<file path="src/hw/tcf_pkg.sv">
// Constants and types for the transmit control and FIFO sizing bank.
// Assumes a 32-bit word register port with byte offsets.
package tcf_pkg;

    // ----------------------------------------
    // Register offsets
    // ----------------------------------------
    localparam logic [7:0] OFF_TX_CTRL = 8'h70;
    localparam logic [7:0] OFF_HARDWARE_CONFIGURATION = 8'h74;

    // ----------------------------------------
    // Field positions
    // ----------------------------------------
    localparam int BIT_STOP = 0;
    localparam int BIT_ON = 1;
    localparam int BIT_PERMIT = 2;
    localparam int BIT_FLUSH_DATA = 14;
    localparam int BIT_FLUSH_STAT = 15;
    localparam int BIT_THR_LO = 12;
    localparam int BIT_ALLOC_LO = 16;
    localparam int BIT_SF = 20;
    localparam int BIT_TTS = 21;

    // ----------------------------------------
    // Reset values and sizes
    // ----------------------------------------
    localparam logic [3:0] ALLOC_RST = 4'h5;
    localparam logic [4:0] TOTAL_KB = 5'h10;
    localparam logic [11:0] WORDS_PER_KB = 12'h100;
    localparam logic [11:0] STAT_WORDS = 12'h080;
    localparam int RST_SYNC_STAGES = 2;

    // Start thresholds in words, table 0 then table 1
    localparam logic [8:0] THR_T0 [4] = '{9'h012, 9'h018, 9'h020, 9'h028};
    localparam logic [8:0] THR_T1 [4] = '{9'h020, 9'h040, 9'h080, 9'h100};

    typedef struct packed {
        logic stop;
        logic on;
        logic permit;
        logic tts;
        logic sf;
        logic [3:0] alloc;
        logic [1:0] thr;
    } tcf_cfg_t;

    typedef struct packed {
        logic [11:0] wptr;
        logic [11:0] rptr;
        logic [11:0] lvl;
        logic full;
    } tcf_fifo_t;

    typedef struct packed {
        tcf_cfg_t cfg;
        tcf_fifo_t dat;
        tcf_fifo_t sts;
        logic [11:0] frames;
        logic busy;
        logic start;
        logic suspend;
        logic [4:0] rx_kb;
        logic [31:0] rdata;
    } tcf_state_t;

endpackage

</file>
<file path="src/hw/tcf_top.sv">
// Transmit control, graceful stop and TX/RX buffer split of an Ethernet MAC.
// Assumes FIFO push/pop strobes and frame done come from logic on I_CLK.
// I_ARST_N may fall at any time; all state past the release stages runs on the released copy.
//
// Design decision made here: strobed register access.
`timescale 1ns/1ps

module tcf_top
    import tcf_pkg::*;
#(
    parameter int AW = 8
) (
    input wire logic I_CLK,
    input wire logic I_ARST_N,
    input wire logic [AW-1:0] I_ADDR,
    input wire logic [31:0] I_WDATA,
    input wire logic I_WR,
    input wire logic I_RD,
    output logic [31:0] O_RDATA,
    input wire logic I_TXD_PUSH,
    input wire logic I_TXD_LAST,
    input wire logic I_TXD_POP,
    input wire logic I_TXS_PUSH,
    input wire logic I_TXS_POP,
    input wire logic I_FRAME_DONE,
    output logic O_TXD_FULL,
    output logic [11:0] O_TXD_LEVEL,
    output logic [11:0] O_TXD_WPTR,
    output logic [11:0] O_TXD_RPTR,
    output logic O_TXS_FULL,
    output logic [11:0] O_TXS_LEVEL,
    output logic [11:0] O_TXS_WPTR,
    output logic [11:0] O_TXS_RPTR,
    output logic O_TX_START,
    output logic O_TX_BUSY,
    output logic O_TX_SUSPEND,
    output logic O_TX_ENABLED,
    output logic [4:0] O_RX_ALLOC_KB
);

    // ----------------------------------------
    // Elaboration checks
    // ----------------------------------------
    // Decode needs the whole byte offset below the page bits
    if (AW < 8) begin : g_aw_check
        $error("tcf_top: AW must be at least 8");
    end
    // One stage could hand out a release edge that is still metastable
    if (RST_SYNC_STAGES < 2) begin : g_sync_check
        $error("tcf_top: reset release needs at least two stages");
    end

    // ----------------------------------------
    // Reset release
    // ----------------------------------------
    logic [RST_SYNC_STAGES-1:0] rst_sync_q;
    logic rst_n;

    always_ff @(posedge I_CLK or negedge I_ARST_N) begin
        if (!I_ARST_N) begin
            rst_sync_q <= '0;
        end else begin
            rst_sync_q <= {rst_sync_q[RST_SYNC_STAGES-2:0], 1'b1};
        end
    end

    assign rst_n = rst_sync_q[RST_SYNC_STAGES-1];

    // ----------------------------------------
    // Helpers
    // ----------------------------------------
    // Data FIFO words: allocation less the 512-byte status share
    function automatic logic [11:0] data_cap(input logic [3:0] alloc);
        logic [11:0] words;
        words = 12'(alloc) * WORDS_PER_KB;
        if (alloc == 4'h0) begin
            data_cap = 12'h000;
        end else begin
            data_cap = words - STAT_WORDS;
        end
    endfunction

    // Pointer advance, wrapping at the capacity in force now
    function automatic logic [11:0] ptr_inc(input logic [11:0] p, input logic [11:0] cap);
        logic [11:0] nxt;
        nxt = p + 12'h001;
        if (nxt >= cap) begin
            ptr_inc = 12'h000;
        end else begin
            ptr_inc = nxt;
        end
    endfunction

    // Register hit: offset matches and every page bit above it is zero
    function automatic logic reg_hit(input logic [AW-1:0] a, input logic [7:0] off);
        reg_hit = (a[7:0] == off) && ((a >> 8) == '0);
    endfunction

    // Start point in words for the early-start mode
    function automatic logic [11:0] start_thr(input logic tts, input logic [1:0] idx);
        if (tts) begin
            start_thr = 12'(THR_T1[idx]);
        end else begin
            start_thr = 12'(THR_T0[idx]);
        end
    endfunction

    // ----------------------------------------
    // State
    // ----------------------------------------
    tcf_state_t s_q;
    tcf_state_t s_d;

    logic wr_ctrl;
    logic wr_hw;
    logic flush_dat;
    logic flush_sts;
    logic [11:0] dcap;
    logic dpush;
    logic dpop;
    logic spush;
    logic spop;
    logic ready;

    always_comb begin
        s_d = s_q;
        wr_ctrl = I_WR && reg_hit(I_ADDR, OFF_TX_CTRL);
        wr_hw = I_WR && reg_hit(I_ADDR, OFF_HARDWARE_CONFIGURATION);
        flush_sts = wr_ctrl && I_WDATA[BIT_FLUSH_STAT];
        flush_dat = wr_ctrl && I_WDATA[BIT_FLUSH_DATA];
        dcap = data_cap(s_q.cfg.alloc);
        s_d.start = 1'b0;

        // ----------------------------------------
        // Register read
        // ----------------------------------------
        // Read data valid only in the cycle after the strobe
        s_d.rdata = 32'h0000_0000;
        if (I_RD) begin
            if (reg_hit(I_ADDR, OFF_TX_CTRL)) begin
                // Flush bits self-clear, so they always read zero
                s_d.rdata[BIT_PERMIT] = s_q.cfg.permit;
                s_d.rdata[BIT_ON] = s_q.cfg.on;
                s_d.rdata[BIT_STOP] = s_q.cfg.stop;
            end else if (reg_hit(I_ADDR, OFF_HARDWARE_CONFIGURATION)) begin
                s_d.rdata[BIT_TTS] = s_q.cfg.tts;
                s_d.rdata[BIT_SF] = s_q.cfg.sf;
                s_d.rdata[BIT_ALLOC_LO +: 4] = s_q.cfg.alloc;
                s_d.rdata[BIT_THR_LO +: 2] = s_q.cfg.thr;
            end
        end

        // ----------------------------------------
        // Register write
        // ----------------------------------------
        if (wr_ctrl) begin
            s_d.cfg.permit = I_WDATA[BIT_PERMIT];
            s_d.cfg.on = I_WDATA[BIT_ON];
            // Stop is sticky: a zero cannot cancel a pending halt
            if (!s_q.cfg.stop) begin
                s_d.cfg.stop = I_WDATA[BIT_STOP];
            end
        end
        if (wr_hw) begin
            s_d.cfg.tts = I_WDATA[BIT_TTS];
            s_d.cfg.sf = I_WDATA[BIT_SF];
            s_d.cfg.alloc = I_WDATA[BIT_ALLOC_LO +: 4];
            s_d.cfg.thr = I_WDATA[BIT_THR_LO +: 2];
        end

        // ----------------------------------------
        // Data FIFO: commands and payload share one queue
        // ----------------------------------------
        dpush = I_TXD_PUSH && !s_q.dat.full;
        dpop = I_TXD_POP && (s_q.dat.lvl != 12'h000);
        if (dpush) begin
            s_d.dat.wptr = ptr_inc(s_q.dat.wptr, dcap);
        end
        if (dpop) begin
            s_d.dat.rptr = ptr_inc(s_q.dat.rptr, dcap);
        end
        if (dpush && !dpop) begin
            s_d.dat.lvl = s_q.dat.lvl + 12'h001;
        end else if (dpop && !dpush) begin
            s_d.dat.lvl = s_q.dat.lvl - 12'h001;
        end
        if (dpush && I_TXD_LAST) begin
            s_d.frames = s_q.frames + 12'h001;
        end

        // ----------------------------------------
        // Status FIFO, fixed 512 bytes
        // ----------------------------------------
        spush = I_TXS_PUSH && !s_q.sts.full;
        spop = I_TXS_POP && (s_q.sts.lvl != 12'h000);
        if (spush) begin
            s_d.sts.wptr = ptr_inc(s_q.sts.wptr, STAT_WORDS);
        end
        if (spop) begin
            s_d.sts.rptr = ptr_inc(s_q.sts.rptr, STAT_WORDS);
        end
        if (spush && !spop) begin
            s_d.sts.lvl = s_q.sts.lvl + 12'h001;
        end else if (spop && !spush) begin
            s_d.sts.lvl = s_q.sts.lvl - 12'h001;
        end

        // ----------------------------------------
        // Transmit sequencing
        // ----------------------------------------
        // Store-forward ignores table select and threshold field
        if (s_q.cfg.sf) begin
            ready = s_q.frames != 12'h000;
        end else begin
            ready = (s_q.frames != 12'h000) ||
                (s_q.dat.lvl >= start_thr(s_q.cfg.tts, s_q.cfg.thr));
        end
        // Underrun is the host's problem; frame done still ends the frame
        if (s_q.busy) begin
            if (I_FRAME_DONE) begin
                s_d.busy = 1'b0;
            end
        end else if (s_q.cfg.on && !s_q.cfg.stop && !s_q.suspend && ready) begin
            s_d.start = 1'b1;
            s_d.busy = 1'b1;
            if (s_q.frames != 12'h000) begin
                s_d.frames = s_d.frames - 12'h001;
            end
        end
        // Halt only between frames, so the frame in flight completes
        if (s_q.cfg.stop && !s_q.busy) begin
            s_d.cfg.stop = 1'b0;
            s_d.cfg.on = 1'b0;
        end

        // Flush beats a push in the same cycle
        if (flush_dat) begin
            s_d.dat = '0;
            s_d.frames = 12'h000;
        end
        if (flush_sts) begin
            s_d.sts = '0;
        end

        // ----------------------------------------
        // Fill flags and derived values
        // ----------------------------------------
        // Against the new allocation, so a shrink to a capacity at or below the current level reads full
        s_d.dat.full = s_d.dat.lvl >= data_cap(s_d.cfg.alloc);
        s_d.sts.full = s_d.sts.lvl >= STAT_WORDS;
        s_d.suspend = s_d.sts.full && !s_d.cfg.permit;
        s_d.rx_kb = TOTAL_KB - 5'(s_d.cfg.alloc);
    end

    always_ff @(posedge I_CLK or negedge rst_n) begin
        if (!rst_n) begin
            s_q <= '0;
            s_q.cfg.alloc <= ALLOC_RST;
            s_q.dat.full <= 1'b0;
            s_q.rx_kb <= TOTAL_KB - 5'(ALLOC_RST);
        end else begin
            s_q <= s_d;
        end
    end

    // ----------------------------------------
    // Outputs
    // ----------------------------------------
    assign O_RDATA = s_q.rdata;
    assign O_TXD_FULL = s_q.dat.full;
    assign O_TXD_LEVEL = s_q.dat.lvl;
    assign O_TXD_WPTR = s_q.dat.wptr;
    assign O_TXD_RPTR = s_q.dat.rptr;
    assign O_TXS_FULL = s_q.sts.full;
    assign O_TXS_LEVEL = s_q.sts.lvl;
    assign O_TXS_WPTR = s_q.sts.wptr;
    assign O_TXS_RPTR = s_q.sts.rptr;
    assign O_TX_START = s_q.start;
    assign O_TX_BUSY = s_q.busy;
    assign O_TX_SUSPEND = s_q.suspend;
    assign O_TX_ENABLED = s_q.cfg.on;
    assign O_RX_ALLOC_KB = s_q.rx_kb;

endmodule

</file>
<file path="config.mk">
export PLATFORM = sky130hd
export DESIGN_NAME = tcf_top
export DESIGN_NICKNAME = d
export VERILOG_FILES = /design/src/hw/tcf_pkg.sv /design/src/hw/tcf_top.sv
export SDC_FILE = /design/constraint.sdc
export NUM_CORES = 1
export LEC_CHECK = 0
export ABC_CLOCK_PERIOD_IN_PS = 6400
export CAP_MARGIN = 20
export CORE_MARGIN = 2
export CORE_UTILIZATION = 35
export CTS_CLUSTER_SIZE = 20
export DETAILED_ROUTE_END_ITERATION = 8
export DONT_BUFFER_PORTS = 1
export SLEW_MARGIN = 10
export SYNTH_ARGS = -nofsm -noshare
export SYNTH_HDL_FRONTEND = slang
export SYNTH_SLANG_ARGS = --single-unit
</file>
<file path="constraint.sdc">
create_clock -name I_CLK -period 6.4 [get_ports I_CLK]
set_input_delay 0.32 -clock I_CLK [delete_from_list [all_inputs] [get_ports I_CLK]]
set_output_delay 0.32 -clock I_CLK [all_outputs]
set_load 0.01 [all_outputs]
</file>
# Word level (Yosys, flattened, before mapping)
# Cells that the tools add are included.
# word_totals
register_bits,118
# op_classes
n_addsub,13
n_lt_le_gt_ge,8
n_eq_ne,2
n_mux,45
n_bitwise,1
n_reduce_logical,39
# op_table
op,count
two-way mux 12 bit,19
"adder 12 x 1 -> 12 bit, second input constant",7
two-way mux 37 bit,2
greater-or-equal comparator 12 bit,4
two-way mux 9 bit,5
binary-select mux 9 bit (select 2 bit),2
"greater-or-equal comparator 12 x 8 -> 1 bit, second input constant",3
nonzero test 12 bit,3
"subtractor 12 x 1 -> 12 bit, second input constant",3
two-way mux 6 bit,4
"subtractor 12 x 8 -> 12 bit, second input constant",2
logical AND 1 bit,18
"== test 8 x 7 -> 1 bit, second input constant",2
two-way mux 14 bit,1
zero test 1 bit,10
nonzero test 2 bit,5
two-way mux 3 bit,3
zero test 4 bit,2
two-way mux 2 bit,4
two-way mux 1 bit,5
"subtractor 5 x 4 -> 5 bit, first input constant",1
"greater-or-equal comparator 3 bit, second input constant",1
inverter 2 -> 3 bit,1
logical OR 1 bit,1

# Longest topological paths before layout
# depth
ltp_word,13
mapped_depth,14

# Worst setup path after synthesis
# No wires, ideal clock.
# synth_path
path_type,register to register
from,register s_q (netlist bit O_TXD_WPTR[0])
to,register s_q (netlist bit O_TXD_WPTR[9])
setup_ps,64
arrival_time_ps,2961
t_required_ps,6336
slack_ps,3375
path_stages_with_launch,15
period_less_slack_ps,3025
path_cell_list,dfrtp_1 ha_1 and3_1 and3_1 and3_1 nand3_1 xnor2_1 ha_1 a21o_1 a211oi_1 nand3_1 a31o_2 buf_1 nor3b_1 a21o_1
# synth_between
elab_chain_len,5
# synth_rtl
element,line,text
start: declaration,tcf_top.sv:111,tcf_state_t s_q;
adder 12 x 1 -> 12 bit *,tcf_top.sv:86,nxt = p + 12'h001;
greater-or-equal comparator 12 bit,tcf_top.sv:87,if (nxt >= cap) begin
two-way mux 12 bit *,tcf_top.sv:87,
two-way mux 12 bit *,tcf_top.sv:176,if (dpush) begin
two-way mux 37 bit *,tcf_top.sv:237,if (flush_dat) begin
# Every way passes the cells marked *; elsewhere a longest branch is shown, timed or not. The select of a mux whose other input is x is not followed.
# A chain may end at the register's enable or synchronous reset.

==> results.md <==
- The run finished with clean final reports.
- The final total power is 3040 µW.
- The all-layer global routing usage is 16.3%.
- The worst path uses 54.3% of the clock period.
- In this run the critical register-to-register path is launched from O_TXD_LEVEL[9]$_DFF_PN0_.
- The placed instance count is 1054.
- The number of levels the H-tree was split into is 4.
- The worst hold path passes through 2 cells.
- The setup TNS after final layout is 0 ns.
- Of all nets on the critical path, the largest fanout is 8.
- The most common cell in the synthesized netlist is sky130_fd_sc_hd__dfrtp_1.
- By area the synthesized netlist is led by sky130_fd_sc_hd__dfrtp_1 35%, sky130_fd_sc_hd__buf_4 10%, sky130_fd_sc_hd__ha_1 5.8%.
- The routed design could run at a clock period as short as 3.48 ns.
- The warning count from the yosys run is 0.
- After detailed routing, the number of remaining DRC violations is 0.
- The buffer and inverter count on the worst path is 0.
- The post-cts repair resize count is 0.
- For this design the ratio of total power to cell area is 370 nW/µm².
- The final cell count without fillers is around 1.1k.
- The netlist area before placement is 8040 µm².
- The clock latency of the later-clocked register in the worst-skew pair is 0.42 ns.
- The number of global-route vias before repair is approximately 5.8k.
- The post-synthesis instance total is 879.
- The total number of vias is 5869.
- The endpoint class of the critical path is a register.
- Across the run, the number of max-cap violations was 0.
- The number of failing setup endpoints in the final timing report is 0.
- For the pin with the worst max-slew slack, the measured transition is 0.976 ns.
- TritonCTS built the clock tree.
- After synthesis the netlist holds a flip-flop and latch count of 117.
- The source of the critical timing path is O_TXD_LEVEL[9]$_DFF_PN0_.
- The initial core utilization is a little over a third.
- The peak clock frequency supported by timing is 0.288 GHz.
- In this run the remaining antenna-violating nets after routing total 0.
- Cells with a size suffix above 1 make up 7.84% of the layout.
- The netlist uses 77 different library cells.
- Across all hold checks on the routed design, the worst slack comes to 0.0497 ns.
- The starting DRC count in detailed routing is 399.
- The die extent in y is 156 µm.
- The slowest cell on the critical path is sky130_fd_sc_hd__nor4_1.
- The wire-length estimate of the detail-placed layout is 14200 µm.
- The final cell utilization of the core is 36.4%.
- The class of the most critical hold timing path is primary input to register.
- The total number of cells along the worst setup path is 10.
- Counting stages on the worst path, the most repeated cell is sky130_fd_sc_hd__nor4_1.
- The share of flip-flops with an asynchronous set or reset after synthesis is 100%.
- The vias per cell is 5.39.
- The top cell family by delay on the critical path is simple AND/OR/NAND/NOR gates.
- Compared with the post-synthesis result, the final layout area differs by 2.19%.
- The initial antenna violation count came to 0.
- In this run the static leakage power is 0.00379 µW.
- The total number of placement rows is 55.
- Traced cell by cell, the critical path runs through nor4_1, a31oi_1, nor4_1, a2bb2oi_1, xnor2_1, nor2_1, ha_1, and3_1, a221oi_1, o31ai_1.
- The floorplan step defined a die boundary enclosing 24200 µm².
- The number of pins exceeding their max-slew limit in the final report is 0.
- Measured against its own limit, the worst slew margin works out to roughly 34%.
- The average wire length per cell after detail routing is 17.6 µm.
- The required time of the critical path is 6.67 ns.
- The die is roughly 160 µm wide.
- The final setup skew is between 0.01 and 0.015 ns.
- Each instance of the synthesized netlist takes up on average just over 9 µm².
- At the worst endpoint, the arrival time is 3.75 ns.
- TritonCTS created 17 clock buffers.
- After clock tree synthesis, the clock-pin slew on the worst setup and hold paths is ~0.06 ns.
- 0 antenna diodes ended up in the layout.
- The post-synthesis cell type with the largest combined area is sky130_fd_sc_hd__dfrtp_1.
- The wire length of the first global-routing pass is 31000 µm.
- Summing the sequential cell areas from Yosys gives ~36% of the chip area.
- The classification of the worst setup path is register to register.
- The total grt overflow is 0.
- The CTS sink count is approximately 120.
- For this run, the leading register cell type out of synthesis is sky130_fd_sc_hd__dfrtp_1.
- The net count of the finished layout is about 900.
- For this run, the detailed router's first-pass iteration total came to 5.
- Port buffering added 0 buffers.
- The congestion estimate from routability-driven global placement came to 0.852.
- Setup repair after global routing left no endpoint under its margin.
- The area of the core is between 20000 and 25000 µm².
- By count the netlist is led by 113 x sky130_fd_sc_hd__dfrtp_1, 109 x sky130_fd_sc_hd__buf_4, 63 x sky130_fd_sc_hd__nor2_1.
- After detailed routing, the total wire length is between 15000 and 20000 µm.
- The number of hold violations in the final report is 0.
- The top cell type by area accounts for about a third of the synthesized area.
- The clock root buffer master is sky130_fd_sc_hd__clkbuf_16.
- The startpoint identified for the worst hold timing path is I_WDATA[0].
- The number of cells traversed by the worst register-to-register path is 10.
- IR analysis of the VDD net gives a maximum drop of roughly 0.00016 V.
- Entering global routing, the biggest net connects 60 pins.
- The delay of the slowest cell on the worst path is 0.68 ns.
- The startpoint type of the worst setup path is a register.
- In this run the count of I/O pins placed on the die edge is ~170.
- Yosys mapped a number of flops with a built-in enable equal to 0.
- The deepest clock path buffer count is 2.
[cell usage in the layout, fill, tap and decap left out, types with 4 or more instances in the layout]
master	n
sky130_fd_sc_hd__a22o_1	17
sky130_fd_sc_hd__clkbuf_1	4
sky130_fd_sc_hd__nor3_1	25
sky130_fd_sc_hd__mux2i_1	12
sky130_fd_sc_hd__or2_2	5
sky130_fd_sc_hd__nand2b_1	12
sky130_fd_sc_hd__o21ai_0	24
sky130_fd_sc_hd__dfstp_2	4
sky130_fd_sc_hd__a21o_1	13
sky130_fd_sc_hd__nand3_1	39
sky130_fd_sc_hd__nor3b_1	8
sky130_fd_sc_hd__and4_1	4
sky130_fd_sc_hd__nor2_1	63
sky130_fd_sc_hd__a31oi_1	8
sky130_fd_sc_hd__clkbuf_16	17
sky130_fd_sc_hd__o31ai_1	8
sky130_fd_sc_hd__nor4_1	13
sky130_fd_sc_hd__xnor2_1	35
sky130_fd_sc_hd__bufinv_16	4
sky130_fd_sc_hd__and2_1	23
sky130_fd_sc_hd__xor2_1	22
sky130_fd_sc_hd__and3_1	34
sky130_fd_sc_hd__a211oi_1	9
sky130_fd_sc_hd__nand2_1	51
sky130_fd_sc_hd__dfrtp_1	112
sky130_fd_sc_hd__nor2b_1	13
sky130_fd_sc_hd__nand4_1	20
sky130_fd_sc_hd__conb_1	22
sky130_fd_sc_hd__o21ai_1	7
sky130_fd_sc_hd__ha_1	37
sky130_fd_sc_hd__inv_1	30
sky130_fd_sc_hd__mux2_2	10
sky130_fd_sc_hd__a21oi_1	18
[cell type report]
| type | instances | area, µm² |
|---|---|---|
| clock buffers | 23 | 468 |
| clock inverters | 9 | 151 |
| fillers | 2312 | 14400 |
| inverters | 30 | 113 |
| multi-input cells | 621 | 4160 |
| flip-flops and latches | 117 | 2940 |
| well taps | 285 | 357 |
| repair buffers | 4 | 35.0 |
[power breakdown]
group,switching [µW],leakage (µW),internal (µW)
registers,360,0.00153,886
clock network,340,0.000301,671
logic,442,0.00196,342
total,1140,0.00379,1900
[repair_timing]
item | in CTS | in global routing
hold buffers | 2 | 0
buffers inserted | 0 | 0
hold endpoints to repair | 3 | 0
[metrics by stage]
step / worst slack [ns] / cell area, µm²
final: 2.92 / 8220
after global routing: 2.62 / 8220
after CTS: 2.56 / 8210
after detailed placement: 2.58 / 7570
after global placement: 2.71 / 7570
after floorplan: 2.91 / 8120
[flip-flops by register name, indices dropped and copies added, names as in the netlist]
signal,cells
O_RDATA,11
O_RX_ALLOC_KB,5
O_TXD_FULL,1
O_TXD_LEVEL,12
O_TXD_RPTR,12
O_TXD_WPTR,12
O_TXS_FULL,1
O_TXS_LEVEL,12
O_TXS_RPTR,12
O_TXS_WPTR,12
O_TX_BUSY,1
O_TX_ENABLED,1
O_TX_START,1
O_TX_SUSPEND,1
rst_sync_q,2
s_q,21
[worst paths after layout]
check / end / slack (ns)
worst max register to register: O_TXD_FULL$_DFF_PN0_ / 2.92
min in group asynchronous: rst_sync_q[0]$_DFF_PN0_ / 0.13
worst min-delay path: s_q[136]$_DFFE_PN0P_ / 0.05
max in group asynchronous: O_TXD_WPTR[4]$_DFFE_PN0P_ / 4.74
worst max-delay path: O_TXD_FULL$_DFF_PN0_ / 2.92
worst min register to register: rst_sync_q[1]$_DFF_PN0_ / 0.36
[layer usage]
layer	routed length [µm]	track usage, %
met5	0	0
met4	201	5.46
met3	1600	5.81
met2	9000	26.5
met1	8360	20.1
[worst register-to-register path: stages (launching register included)]
cell                        delay, ns
sky130_fd_sc_hd__dfrtp_1         0.52
sky130_fd_sc_hd__nor4_1          0.68
sky130_fd_sc_hd__a31oi_1         0.31
sky130_fd_sc_hd__nor4_1          0.42
sky130_fd_sc_hd__a2bb2oi_1       0.23
sky130_fd_sc_hd__xnor2_1         0.14
sky130_fd_sc_hd__nor2_1          0.08
sky130_fd_sc_hd__ha_1            0.35
sky130_fd_sc_hd__and3_1          0.16
sky130_fd_sc_hd__a221oi_1        0.33
sky130_fd_sc_hd__o31ai_1         0.12
[cells by family (layout without fill, tap and decap cells)]
kind of cell	Yosys count	in the layout	synth area share (%)
other	2	22	0.0934
AOI/OAI and AO/OA	143	143	12.7
adders and majority gates	38	38	5.88
DFF	117	117	36.5
and+or+nand+nor	339	339	23.1
buffers and inverters	161	66	12.8
muxes	22	22	2.89
xor gates and xnor gates	57	57	6.21
(Power assumes the default switching activity.)
